File: config.mk
export PLATFORM = sky130hd
export DESIGN_NAME = fwd_fetch_watchdog
export DESIGN_NICKNAME = d
export VERILOG_FILES = /design/src/fwd_pkg.sv /design/src/fwd_fetch_watchdog.sv /design/src/fwd_fuse_mirror.sv
export SDC_FILE = /design/constraint.sdc
export NUM_CORES = 1
export LEC_CHECK = 0
export BUFFER_PORTS_ARGS = -buffer_cell sky130_fd_sc_hd__buf_4
export CAP_MARGIN = 20
export CORE_MARGIN = 4
export CORE_UTILIZATION = 50
export DETAILED_ROUTE_END_ITERATION = 8
export GPL_TIMING_DRIVEN = 0
export PLACE_DENSITY = 0.75
export SLEW_MARGIN = 20
export SYNTH_ARGS = -nofsm -noshare
export SYNTH_HDL_FRONTEND = slang
export SYNTH_SLANG_ARGS = --single-unit
export TNS_END_PERCENT = 20
File: constraint.sdc
create_clock -name core_clk_in -period 2.8 [get_ports core_clk_in]
set_clock_uncertainty 0.1 [all_clocks]
set_input_delay 0.56 -clock core_clk_in [delete_from_list [all_inputs] [get_ports core_clk_in]]
set_output_delay 0.56 -clock core_clk_in [all_outputs]
set_load 0.01 [all_outputs]
File: src/fwd_pkg.sv
// Package: register map, key patterns, field layout and fuse carrier of the fetch watchdog
package fwd_pkg;

	// ****************************************
	// Register indices on the register port
	// ****************************************
	localparam logic [3:0] ADDR_CONTROL = 4'h0;
	localparam logic [3:0] ADDR_PRECLEAR = 4'h1;
	localparam logic [3:0] ADDR_CLEAR = 4'h2;
	localparam logic [3:0] ADDR_STATUS = 4'h3;
	localparam logic [3:0] ADDR_COUNT_LOW = 4'h4;
	localparam logic [3:0] ADDR_COUNT_HIGH = 4'h5;
	localparam logic [3:0] ADDR_MATCH_MIRROR_LOW = 4'h6;
	localparam logic [3:0] ADDR_MATCH_MIRROR_HIGH = 4'h7;
	localparam logic [3:0] ADDR_WINDOW_MIRROR_LOW = 4'h8;
	localparam logic [3:0] ADDR_WINDOW_MIRROR_HIGH = 4'h9;
	localparam logic [3:0] ADDR_HOLD = 4'ha;

	// ****************************************
	// Field positions
	// ****************************************
	localparam int CTRL_ON_BIT = 15;
	localparam int STAT_BAD_PRECLEAR_BIT = 7;
	localparam int STAT_BAD_CLEAR_BIT = 6;
	localparam int STAT_EVENT_BIT = 5;
	localparam int STAT_WINDOW_BIT = 0;
	localparam int PRECLEAR_KEY_LSB = 8;
	localparam int CLEAR_KEY_LSB = 0;

	// ****************************************
	// Key patterns and reset values
	// ****************************************
	localparam logic [7:0] PRECLEAR_KEY_VALUE = 8'h40;
	// Clear pattern: arbitrary choice, only required to differ from the preclear one
	localparam logic [7:0] CLEAR_KEY_VALUE = 8'h08;
	localparam logic [7:0] KEY_RESET = 8'h00;
	localparam logic [15:0] REG_RESET = 16'h0000;
	localparam logic [31:0] COUNT_RESET = 32'h0000_0000;

	// ****************************************
	// Types
	// ****************************************
	typedef struct packed {
		logic [15:0] match_high;
		logic [15:0] match_low;
		logic [15:0] window_high;
		logic [15:0] window_low;
		logic fuse_disable;
		logic fuse_run;
	} fwd_fuse_type;

	typedef enum logic [1:0] {
		SEQ_IDLE = 2'b00,
		SEQ_ARMED = 2'b01,
		SEQ_EXPIRED = 2'b10
	} fwd_seq_type;

endpackage
File: src/fwd_fetch_watchdog.sv
// Module: instruction fetch watchdog with two-step key clear and register port
//
// Chosen here: the register offsets and strobed register access.
`timescale 1ns/100ps

// Overview of operation
// Counter runs on system clock, one step per fetch, until it equals match.
// No counting while the processor sleeps.
// 32-bit counter; match value built from two 16-bit fuse words.
// Enabled by fuse setting or by software enable at control bit 15.
// Software enable counts only when fuse disable is 0; else fuse decides.
// Software writes 0x40 to preclear field bits 15-8; device records valid preclear.
// Any other preclear value sets the bad-preclear flag.
// Preclear field clears on timer reset event or on correct clear key.
// Correct clear key after valid preclear clears both fields and the counter.
// Counter clear is visible at once through the count registers.
// Wrong clear key sets bad-clear, keeps preclear field, stores written value.
// Clear key field clears on every timer reset event; a bad clear written in that same cycle is stored instead.
// Status bits 7, 6, 5 give bad-preclear, bad-clear, event; hardware cleared.
// Event flag sets on expiry or on any bad key write.
// Status bit 0 shows the clear window open.
// Count readable as live low and high 16-bit halves.
// Match mirror low register always returns the low match fuse word.
// Count match signals the processor with an event.
// Unimplemented bits of control, key and status registers read zero.
// Hold register loads upper count half only on count reads; resets to zero.
// Window mirror registers always return the two window fuse words.
// Clear pattern is one fixed 8-bit constant differing from preclear.
// Clear accepted only while window open; otherwise treated as bad clear.
module fwd_fetch_watchdog (
	// Clock and reset
	input wire logic core_clk_in,
	input wire logic sys_rst_in,
	// Register port
	input wire logic [3:0] reg_addr_in,
	input wire logic [15:0] reg_wdata_in,
	input wire logic reg_wr_in,
	input wire logic reg_rd_in,
	output logic [15:0] reg_rdata_out,
	// Processor core
	input wire logic fetch_in,
	input wire logic sleep_in,
	input wire logic timer_reset_event_in,
	// Configuration fuses
	input wire fwd_pkg::fwd_fuse_type fuse_in,
	// Status to the core
	output logic timer_event_out,
	output logic timer_running_out,
	output logic clear_window_open_out
);

	// ****************************************
	// Declarations
	// ****************************************
	logic on_r;
	logic [7:0] preclear_key_r;
	logic [7:0] clear_key_r;
	logic bad_preclear_flag_r;
	logic bad_clear_flag_r;
	logic timer_event_flag_r;
	logic [31:0] count_r;
	logic [31:0] count_nxt;
	logic [15:0] held_upper_count_r;
	fwd_pkg::fwd_seq_type seq_r;
	fwd_pkg::fwd_seq_type seq_nxt;
	logic [15:0] match_mirror_low;
	logic [15:0] match_mirror_high;
	logic [15:0] window_mirror_low;
	logic [15:0] window_mirror_high;
	logic [31:0] match_value;
	logic [31:0] window_value;
	logic enabled;
	logic wr_control;
	logic wr_preclear;
	logic wr_clear;
	logic rd_count;
	logic good_preclear;
	logic bad_preclear;
	logic good_clear;
	logic bad_clear;
	logic count_step;
	logic expire;
	logic window_open;
	logic [15:0] rdata_nxt;

	// ****************************************
	// Fuse mirrors
	// ****************************************
	fwd_fuse_mirror #(
		.WIDTH(16)
	) u_match_low (
		.core_clk_in(core_clk_in),
		.sys_rst_in(sys_rst_in),
		.fuse_word_in(fuse_in.match_low),
		.mirror_out(match_mirror_low)
	);

	fwd_fuse_mirror #(
		.WIDTH(16)
	) u_match_high (
		.core_clk_in(core_clk_in),
		.sys_rst_in(sys_rst_in),
		.fuse_word_in(fuse_in.match_high),
		.mirror_out(match_mirror_high)
	);

	fwd_fuse_mirror #(
		.WIDTH(16)
	) u_window_low (
		.core_clk_in(core_clk_in),
		.sys_rst_in(sys_rst_in),
		.fuse_word_in(fuse_in.window_low),
		.mirror_out(window_mirror_low)
	);

	fwd_fuse_mirror #(
		.WIDTH(16)
	) u_window_high (
		.core_clk_in(core_clk_in),
		.sys_rst_in(sys_rst_in),
		.fuse_word_in(fuse_in.window_high),
		.mirror_out(window_mirror_high)
	);

	// ****************************************
	// Decode and enable
	// ****************************************
	// Match and window compare against the mirrors so both see one stable copy
	assign match_value = {match_mirror_high, match_mirror_low};
	assign window_value = {window_mirror_high, window_mirror_low};

	// Software bit matters only while the fuse leaves control to software
	assign enabled = fuse_in.fuse_disable ? fuse_in.fuse_run : on_r;

	assign wr_control = reg_wr_in && (reg_addr_in == fwd_pkg::ADDR_CONTROL);
	assign wr_preclear = reg_wr_in && (reg_addr_in == fwd_pkg::ADDR_PRECLEAR);
	assign wr_clear = reg_wr_in && (reg_addr_in == fwd_pkg::ADDR_CLEAR);
	assign rd_count = reg_rd_in && ((reg_addr_in == fwd_pkg::ADDR_COUNT_LOW) ||
		(reg_addr_in == fwd_pkg::ADDR_COUNT_HIGH));

	// ****************************************
	// Key checks
	// ****************************************
	assign good_preclear = wr_preclear &&
		(reg_wdata_in[15:8] == fwd_pkg::PRECLEAR_KEY_VALUE);
	assign bad_preclear = wr_preclear && !good_preclear;

	// Clear needs the armed step, the right pattern and an open window
	assign good_clear = wr_clear && (seq_r == fwd_pkg::SEQ_ARMED) &&
		(reg_wdata_in[7:0] == fwd_pkg::CLEAR_KEY_VALUE) && window_open;
	assign bad_clear = wr_clear && !good_clear;

	// ****************************************
	// Counter
	// ****************************************
	assign count_step = enabled && fetch_in && !sleep_in &&
		(seq_r != fwd_pkg::SEQ_EXPIRED);
	assign expire = enabled && (seq_r != fwd_pkg::SEQ_EXPIRED) &&
		(count_r == match_value);
	assign window_open = enabled && (seq_r != fwd_pkg::SEQ_EXPIRED) &&
		(count_r >= window_value);

	always_comb begin
		count_nxt = count_r;
		if (timer_reset_event_in || good_clear) begin
			count_nxt = fwd_pkg::COUNT_RESET;
		end else if (count_step && !expire) begin
			count_nxt = count_r + 32'h0000_0001;
		end
	end

	// Count reads take the register directly, so a clear is seen next cycle
	always_ff @(posedge core_clk_in) begin
		if (sys_rst_in) begin
			count_r <= fwd_pkg::COUNT_RESET;
		end else begin
			count_r <= count_nxt;
		end
	end

	// ****************************************
	// Clear sequence
	// ****************************************
	always_comb begin
		seq_nxt = seq_r;
		case (seq_r)
			fwd_pkg::SEQ_IDLE: begin
				if (expire) begin
					seq_nxt = fwd_pkg::SEQ_EXPIRED;
				end else if (good_preclear) begin
					seq_nxt = fwd_pkg::SEQ_ARMED;
				end
			end
			fwd_pkg::SEQ_ARMED: begin
				if (expire) begin
					seq_nxt = fwd_pkg::SEQ_EXPIRED;
				end else if (good_clear || bad_preclear) begin
					seq_nxt = fwd_pkg::SEQ_IDLE;
				end
			end
			fwd_pkg::SEQ_EXPIRED: begin
				seq_nxt = fwd_pkg::SEQ_EXPIRED;
			end
			default: begin
				seq_nxt = fwd_pkg::SEQ_IDLE;
			end
		endcase
		if (timer_reset_event_in) begin
			seq_nxt = fwd_pkg::SEQ_IDLE;
		end
	end

	always_ff @(posedge core_clk_in) begin
		if (sys_rst_in) begin
			seq_r <= fwd_pkg::SEQ_IDLE;
		end else begin
			seq_r <= seq_nxt;
		end
	end

	// ****************************************
	// Control register
	// ****************************************
	always_ff @(posedge core_clk_in) begin
		if (sys_rst_in) begin
			on_r <= 1'b0;
		end else if (wr_control) begin
			on_r <= reg_wdata_in[fwd_pkg::CTRL_ON_BIT];
		end
	end

	// ****************************************
	// Key fields
	// ****************************************
	// A key write in the same cycle as a reset event wins over the event
	always_ff @(posedge core_clk_in) begin
		if (sys_rst_in) begin
			preclear_key_r <= fwd_pkg::KEY_RESET;
		end else if (wr_preclear) begin
			preclear_key_r <= reg_wdata_in[15:8];
		end else if (good_clear || timer_reset_event_in) begin
			preclear_key_r <= fwd_pkg::KEY_RESET;
		end
	end

	// Bad clear keeps the preclear field: the branch above is not taken
	always_ff @(posedge core_clk_in) begin
		if (sys_rst_in) begin
			clear_key_r <= fwd_pkg::KEY_RESET;
		end else if (good_clear) begin
			clear_key_r <= fwd_pkg::KEY_RESET;
		end else if (bad_clear) begin
			clear_key_r <= reg_wdata_in[7:0];
		end else if (timer_reset_event_in) begin
			clear_key_r <= fwd_pkg::KEY_RESET;
		end
	end

	// ****************************************
	// Status flags
	// ****************************************
	// Only the reset event clears them, and a new fault in that cycle wins
	always_ff @(posedge core_clk_in) begin
		if (sys_rst_in) begin
			bad_preclear_flag_r <= 1'b0;
		end else if (bad_preclear) begin
			bad_preclear_flag_r <= 1'b1;
		end else if (timer_reset_event_in) begin
			bad_preclear_flag_r <= 1'b0;
		end
	end

	always_ff @(posedge core_clk_in) begin
		if (sys_rst_in) begin
			bad_clear_flag_r <= 1'b0;
		end else if (bad_clear) begin
			bad_clear_flag_r <= 1'b1;
		end else if (timer_reset_event_in) begin
			bad_clear_flag_r <= 1'b0;
		end
	end

	always_ff @(posedge core_clk_in) begin
		if (sys_rst_in) begin
			timer_event_flag_r <= 1'b0;
		end else if (expire || bad_preclear || bad_clear) begin
			timer_event_flag_r <= 1'b1;
		end else if (timer_reset_event_in) begin
			timer_event_flag_r <= 1'b0;
		end
	end

	// ****************************************
	// Outputs to the core
	// ****************************************
	// One pulse per fault; expiry fires once because the state then leaves counting
	always_ff @(posedge core_clk_in) begin
		if (sys_rst_in) begin
			timer_event_out <= 1'b0;
			timer_running_out <= 1'b0;
			clear_window_open_out <= 1'b0;
		end else begin
			timer_event_out <= expire || bad_preclear || bad_clear;
			timer_running_out <= enabled && (seq_nxt != fwd_pkg::SEQ_EXPIRED);
			clear_window_open_out <= window_open;
		end
	end

	// ****************************************
	// Hold register
	// ****************************************
	always_ff @(posedge core_clk_in) begin
		if (sys_rst_in) begin
			held_upper_count_r <= fwd_pkg::REG_RESET;
		end else if (rd_count) begin
			held_upper_count_r <= count_r[31:16];
		end
	end

	// ****************************************
	// Read path
	// ****************************************
	always_comb begin
		rdata_nxt = fwd_pkg::REG_RESET;
		case (reg_addr_in)
			fwd_pkg::ADDR_CONTROL: begin
				rdata_nxt[fwd_pkg::CTRL_ON_BIT] = on_r;
			end
			fwd_pkg::ADDR_PRECLEAR: begin
				rdata_nxt[15:8] = preclear_key_r;
			end
			fwd_pkg::ADDR_CLEAR: begin
				rdata_nxt[7:0] = clear_key_r;
			end
			fwd_pkg::ADDR_STATUS: begin
				rdata_nxt[fwd_pkg::STAT_BAD_PRECLEAR_BIT] = bad_preclear_flag_r;
				rdata_nxt[fwd_pkg::STAT_BAD_CLEAR_BIT] = bad_clear_flag_r;
				rdata_nxt[fwd_pkg::STAT_EVENT_BIT] = timer_event_flag_r;
				rdata_nxt[fwd_pkg::STAT_WINDOW_BIT] = window_open;
			end
			fwd_pkg::ADDR_COUNT_LOW: begin
				rdata_nxt = count_r[15:0];
			end
			fwd_pkg::ADDR_COUNT_HIGH: begin
				rdata_nxt = count_r[31:16];
			end
			fwd_pkg::ADDR_MATCH_MIRROR_LOW: begin
				rdata_nxt = match_mirror_low;
			end
			fwd_pkg::ADDR_MATCH_MIRROR_HIGH: begin
				rdata_nxt = match_mirror_high;
			end
			fwd_pkg::ADDR_WINDOW_MIRROR_LOW: begin
				rdata_nxt = window_mirror_low;
			end
			fwd_pkg::ADDR_WINDOW_MIRROR_HIGH: begin
				rdata_nxt = window_mirror_high;
			end
			fwd_pkg::ADDR_HOLD: begin
				rdata_nxt = held_upper_count_r;
			end
			default: begin
				rdata_nxt = fwd_pkg::REG_RESET;
			end
		endcase
	end

	// Data stand only in the cycle after the read strobe, zero otherwise
	always_ff @(posedge core_clk_in) begin
		if (sys_rst_in) begin
			reg_rdata_out <= fwd_pkg::REG_RESET;
		end else if (reg_rd_in) begin
			reg_rdata_out <= rdata_nxt;
		end else begin
			reg_rdata_out <= fwd_pkg::REG_RESET;
		end
	end

endmodule

File: src/fwd_fuse_mirror.sv
// Module: one clocked copy of a configuration fuse word
`timescale 1ns/100ps
module fwd_fuse_mirror #(
	parameter int WIDTH = 16
) (
	// Clock and reset
	input wire logic core_clk_in,
	input wire logic sys_rst_in,
	// Fuse word
	input wire logic [WIDTH-1:0] fuse_word_in,
	output logic [WIDTH-1:0] mirror_out
);

	// ****************************************
	// Mirror
	// ****************************************
	// Fuse lines are static straps, so they load during reset as well.
	// A zero mirror right after release would match a zero count and
	// expire a fuse-enabled timer at once.
	always_ff @(posedge core_clk_in) begin
		if (sys_rst_in) begin
			mirror_out <= fuse_word_in;
		end else begin
			mirror_out <= fuse_word_in;
		end
	end

endmodule

Yosys cells after proc, flatten, opt, wreduce, memory -nomap -nowiden
Cells that the tools add are included.
- register bits after elaboration: 153
- input port bits: 93
- output and inout port bits: 19
- logic and storage cells: 93
- $add $sub $neg: 1
- order comparisons: 1
- equality and inequality tests: 17
- mux-type cells: 20
- bitwise operators: 1
- reduce and logical (&&, ||, !) cells: 36
- operator list (cell ; number):
    $pmux W7 S8 ; 1
    $add A32 B1 Y32 const B ; 1
    $eq A32 B32 Y1 ; 1
    $ge A32 B32 Y1 ; 1
    $mux W8 ; 4
    $pmux W4 S8 ; 1
    $pmux W3 S9 ; 1
    $logic_and A1 B1 Y1 ; 18
    $pmux W1 S9 ; 2
    $eq A4 B3 Y1 const B ; 4
    $eq A4 B4 Y1 const B ; 3
    $mux W2 ; 5
    $eq A4 B2 Y1 const B ; 2
    $eq A8 B4 Y1 const B ; 1
    $eq A8 B7 Y1 const B ; 1
    $reduce_bool A2 Y1 ; 4
    $pmux W2 S3 ; 1
    $reduce_or A2 Y1 ; 3
    $logic_or A1 B1 Y1 ; 5
    $mux W1 ; 5
    $eq A4 B1 Y1 const B ; 1
    $logic_not A1 Y1 ; 4
    $logic_not A4 Y1 ; 1
    $ne A2 B2 Y1 const B ; 2
    4 further kinds ; 4

Longest topological paths before layout
- depth after elaboration: 12
- gate-level depth with buffers: 11
- mapped depth without buffers: 9

Hierarchy
Synthesis repeated with hierarchy kept, for this count alone.
- cells, all modules: 756
- area, all modules: 7023.0 sq um
- modules (own cells, without submodules) (module ; instances ; cells an instance ; area an instance (sq um) ; seq. area each (sq um)):
    fwd_fetch_watchdog ; 1 ; 692 ; 5741.8 ; 1781.7
    fwd_fuse_mirror ; 4 ; 16 ; 320.3 ; 320.3

Worst setup path after synthesis
OpenSTA, ideal clock, no wires.
- path kind: register to register
- start point: register count_r[0]
- end point: register count_r[29]
- setup time: 64 ps
- arrival: 2467 ps
- required time: 2636 ps
- path slack: 169 ps
- cell stages (with the launch flop): 12
- path buffers: 2
- clock period less this slack: 2631 ps
- cells stage by stage: dfxtp_1 -> inv_1 -> ha_1 -> nand2b_4 -> a2111o_1 -> a31oi_1 -> a31oi_1 -> o2111a_2 -> or3_1 -> buf_6 -> buf_6 -> nor2_1
- word-level cells in the longest chain between the ends: 5
- elaborated cells between the ends (all ways): 10
- those cells by class: 1 x add/sub; 1 x order compare; 1 x eq/ne; 7 x reduce/logical
- RTL lines (item ; line ; RTL):
    start: declaration ; fwd_fetch_watchdog.sv:61 ; logic [31:0] count_r;
    start signal: assignment ; fwd_fetch_watchdog.sv:175 ; count_r <= fwd_pkg::COUNT_RESET;
    start signal: assignment ; fwd_fetch_watchdog.sv:177 ; count_r <= count_nxt;
    $ge A32 B32 Y1 ; fwd_fetch_watchdog.sv:161 ; (count_r >= window_value);
    $logic_and A1 B1 Y1 ; fwd_fetch_watchdog.sv:160 ; assign window_open = enabled && (seq_r != fwd_pkg::SEQ_EXPIRED) &&
    $logic_and A1 B1 Y1 ; fwd_fetch_watchdog.sv:150 ; (reg_wdata_in[7:0] == fwd_pkg::CLEAR_KEY_VALUE) && window_open;
    $logic_or A1 B1 Y1 ; fwd_fetch_watchdog.sv:165 ; if (timer_reset_event_in || good_clear) begin
    $reduce_or A2 Y1 (no source line) ; - ;
Parallel ways exist; a longest one is shown, timed or not.
A chain may end at the register's enable or synchronous reset.

Worst setup path in the final report
- start point: register count_r[6]
- end point: register count_r[19]
The elaborated chain is that of the path after synthesis.

==> results.sh <==
export IMPL_status="finished, final reports clean"
export IMPL_p_int_w=0.00377
export IMPL_drt_pass1_iter_count=6
export IMPL_core_area_um2=13200
export IMPL_portBuffers=107
export IMPL_highest_layer="met4"
export IMPL_hold_path_depth=1
export IMPL_first_iter_violations=667
export IMPL_drive_gt1_share_pct=22.8
export IMPL_worst_pin_slew_ns=1.11
export IMPL_slew_violations=0
export IMPL_mostFrequentLayoutCells="dfxtp_1 (142), buf_4 (111), nand2_1 (71), xor2_1 (55), a22oi_1 (49)"
export IMPL_critPathMaxFanout=10
export IMPL_reg2reg_to="count_r[19]$_SDFFE_PP0P_"
export IMPL_ant_nets=0
export IMPL_synth_area_leaders="dfxtp_1 (46%), xor2_1 (7.2%), ha_1 (6.2%), a22oi_1 (5.5%), nand2_1 (4.0%)"
export IMPL_dr_wl_met2_um=10200
export IMPL_synth_fa_ha_area_share_pct=6.16
export IMPL_post_route_min_period_ns=2.77
export IMPL_worstPathRequired_ns=3.02
export IMPL_max_cap_viol_count=0
export IMPL_die_w_um=124
export IMPL_start_util_pct=50.8
export IMPL_gp_congestion=0.985
export IMPL_yosys_area_top_type_share_pct=45.7
export IMPL_synth_fp_nets=846
export IMPL_cts_num_sinks=153
export IMPL_yosys_area_share_xor_xnor_pct=8.23
export IMPL_r2r_start="count_r[6]$_SDFFE_PP0P_"
export IMPL_leakagePower_nw=3.54
export IMPL_pre_cts_ws_ns=-0.349
export IMPL_syn_area_um2=6700
export IMPL_vdd_ir_drop_max_uv=842
export IMPL_routedWlPerCell_um=21.2
export IMPL_via_per_inst=5.89
export IMPL_n_antenna_cell=0
export IMPL_antenna_found_initial=0
export IMPL_ys_warn_count=0
export IMPL_core_rowCount=42
export IMPL_top_level_ports=112
export IMPL_vias=6126
export IMPL_setup_violations=0
export IMPL_hold_path_end="u_window_low.mirror_out[10]$_DFF_P_"
export IMPL_numCtsBuffers=17
export IMPL_grt_pass1_wl_um=32900
export IMPL_syn_to_final_growth_pct=26.9
export IMPL_end_kind="flop"
export IMPL_grt_max_degree=17
export IMPL_wirelength_um=22000
export IMPL_htree_num_levels=4
export IMPL_fin_tns_setup_ns=0
export IMPL_ys_ff_latch=153
export IMPL_grt_overflow_total=0
export IMPL_drc=0
export IMPL_yosys_area_share_simple_pct=18.4
export IMPL_synth_seq_area_share_pct=45.7
export IMPL_clk_latency_ns=0.43
export IMPL_synth_top_family_by_area="simple AND/OR/NAND/NOR gates"
export IMPL_layout_setup_ws_ns=0.0280
export IMPL_combPwrFrac_pct=6.2
export IMPL_synth_compound_area_share_pct=16.1
export IMPL_synth_cells=720
export IMPL_drt_met1_wl_um=9070
export IMPL_syn_area_per_cell_um2=9.31
export IMPL_cts_hold_fix_buffers=0
export IMPL_cts_root_buf="clkbuf_16"
export IMPL_synth_top_area_cell="dfxtp_1"
export IMPL_cts_clk_slew_worst_paths_ns=0.07
export IMPL_switching_share_pct=23.2
export IMPL_dp_hpwl_um=16600
export IMPL_final_cell_count_no_fill=1040
export IMPL_crit_path_start_kind="flop"
export IMPL_cts_tree="yes"
export IMPL_p_sw_w=0.00114
export IMPL_critPathKind="flop to flop"
export IMPL_path_cells="xor2_1, nor4_1, nand3_1, or4_1, buf_2, buf_2, nand3_1, xor2_1, nor2_2"
export IMPL_hp_start="fuse_in[12]"
export IMPL_timing_final_crit_share_pct=99.0
export IMPL_slowest_delay_ns=0.57
export IMPL_arrival_ns=2.99
export IMPL_die_y_um=124
export IMPL_grt_usage_pct=29.1
export IMPL_hold_class="input pin to flop"
export IMPL_placed_cells=1003
export IMPL_hold_slack_ns=0.126
export IMPL_r2r_cells=9
export IMPL_dieArea_um2=15300
export IMPL_wl_met3_um=1800
export IMPL_async_reset_ff_share_pct=0
export IMPL_grt_pass1_vias=5971
export IMPL_synth_mux_area_share_pct=0.448
export IMPL_final_common_cell="dfxtp_1"
export IMPL_ys_types=49
export IMPL_p_seq_share_pct=46.5
export IMPL_fmax_mhz=361
export IMPL_clkPwrFrac_pct=47.3
export IMPL_p_per_area_nw_per_um2=578
export IMPL_nNetsFinal=977
export IMPL_critPathSlowestCell="or4_1"
export IMPL_hold_violations=0
export IMPL_synth_ff_type="dfxtp_1"
export IMPL_reg2reg_slack_ns=0.03
export IMPL_synth_edf_count=0
export IMPL_cts_buffer_depth=2
export IMPL_slew_headroom_pct=25.7
==> sequential cells by signal (all words and copies together), names as in the netlist, 2 cells and up <==
name,count
preclear_key_r,8
reg_rdata_out,16
u_match_low.mirror_out,16
clear_key_r,8
u_match_high.mirror_out,16
u_window_high.mirror_out,16
count_r,32
seq_r,2
held_upper_count_r,16
u_window_low.mirror_out,16
==> worst max-delay path by stage <==
stage / start / endpoint / slack (ns) / depth (start not counted)
floorplan: count_r[0]$_SDFFE_PP0P_ / count_r[29]$_SDFFE_PP0P_ / 0.17 / 11
CTS: count_r[0]$_SDFFE_PP0P_ / count_r[27]$_SDFFE_PP0P_ / 0.002 / 10
detailed placement: reg_addr_in[2] / reg_rdata_out[7]$_SDFF_PP0_ / -0.35 / 7
finish: count_r[6]$_SDFFE_PP0P_ / count_r[19]$_SDFFE_PP0P_ / 0.03 / 9
global placement: reg_addr_in[2] / reg_rdata_out[1]$_SDFF_PP0_ / -0.35 / 7
global route: u_window_high.mirror_out[14]$_DFF_P_ / preclear_key_r[3]$_SDFFE_PP0P_ / -0.05 / 11
==> cell usage after synthesis, drive strengths merged, types with 7 or more instances <==
library cell,number
dfxtp,153
nand2,72
xor2,55
a22oi,49
nor2,46
a21oi,43
inv,34
ha,33
clkbuf,23
nand3,23
nand4,22
and3,18
buf,16
a22o,14
nor4,13
a41oi,11
nand2b,11
o21ai,10
nor3,9
a31oi,8
xnor2,8
a221oi,7
==> critical path: cells and delay by family, from the launching register on <==
| kind | cells | cell delay [ns] |
|---|---|---|
| xor+xnor | 2 | 0.40 |
| buf+inv | 2 | 0.39 |
| flops | 1 | 0.52 |
| simple gates | 5 | 1.24 |
==> per-stage QoR <==
| step | area (um2) | total power (W) | util, % |
|---|---|---|---|
| finish | 8500 | 0.00491 | 64.5 |
| global route | 8500 | 0.00508 | 64.5 |
| CTS | 8370 | 0.00493 | 63.5 |
| detailed placement | 7720 | 0.00262 | 58.6 |
| global placement | 7720 | 0.00261 | 58.6 |
| floorplan | 6700 | 0.00244 | - |
==> power by group through the flow <==
stage	Combinational [W]	Sequential (W)	Clock (W)
floorplan	0.000134	0.00231	0
global placement	0.000284	0.00233	0
detailed placement	0.000290	0.00233	0
CTS	0.000293	0.00228	0.00235
global route	0.000331	0.00229	0.00246
finish	0.000306	0.00228	0.00232
==> metal layers <==
layer  GRT usage (%)  up-vias
met5               0        -
met3            7.36       76
met2            45.8      354
met1            37.6     2846
met4            13.4        0
li1                -     2850
==> final cells by class <==
type	instances	area (um2)
fillers	1095	4690
well taps	176	220
clock buffers	20	467
clock inverters	12	138
plain buffers	38	198
multi-input cells	494	3420
inverters	34	128
flip-flops and latches	153	3080
repair buffers	113	856
==> cell families (layout without fill, tap and decap cells) <==
kind of cell,after synthesis,after routing
adder cells (fa/ha/maj),33,33
buffers and inverters,73,217
AND/OR/NAND/NOR,240,240
flip-flops,153,153
XOR/XNOR,63,63
multiplexers,3,3
AO/OA/AOI/OAI,155,155
==> what timing repair did <==
| item | in CTS | in global routing |
|---|---|---|
| setup endpoints to repair | 40 | 49 |
| setup buffers | 3 | 3 |
| pin swaps | 5 | 12 |
| gates resized for setup | 14 | 24 |
(Power assumes the default switching activity.)
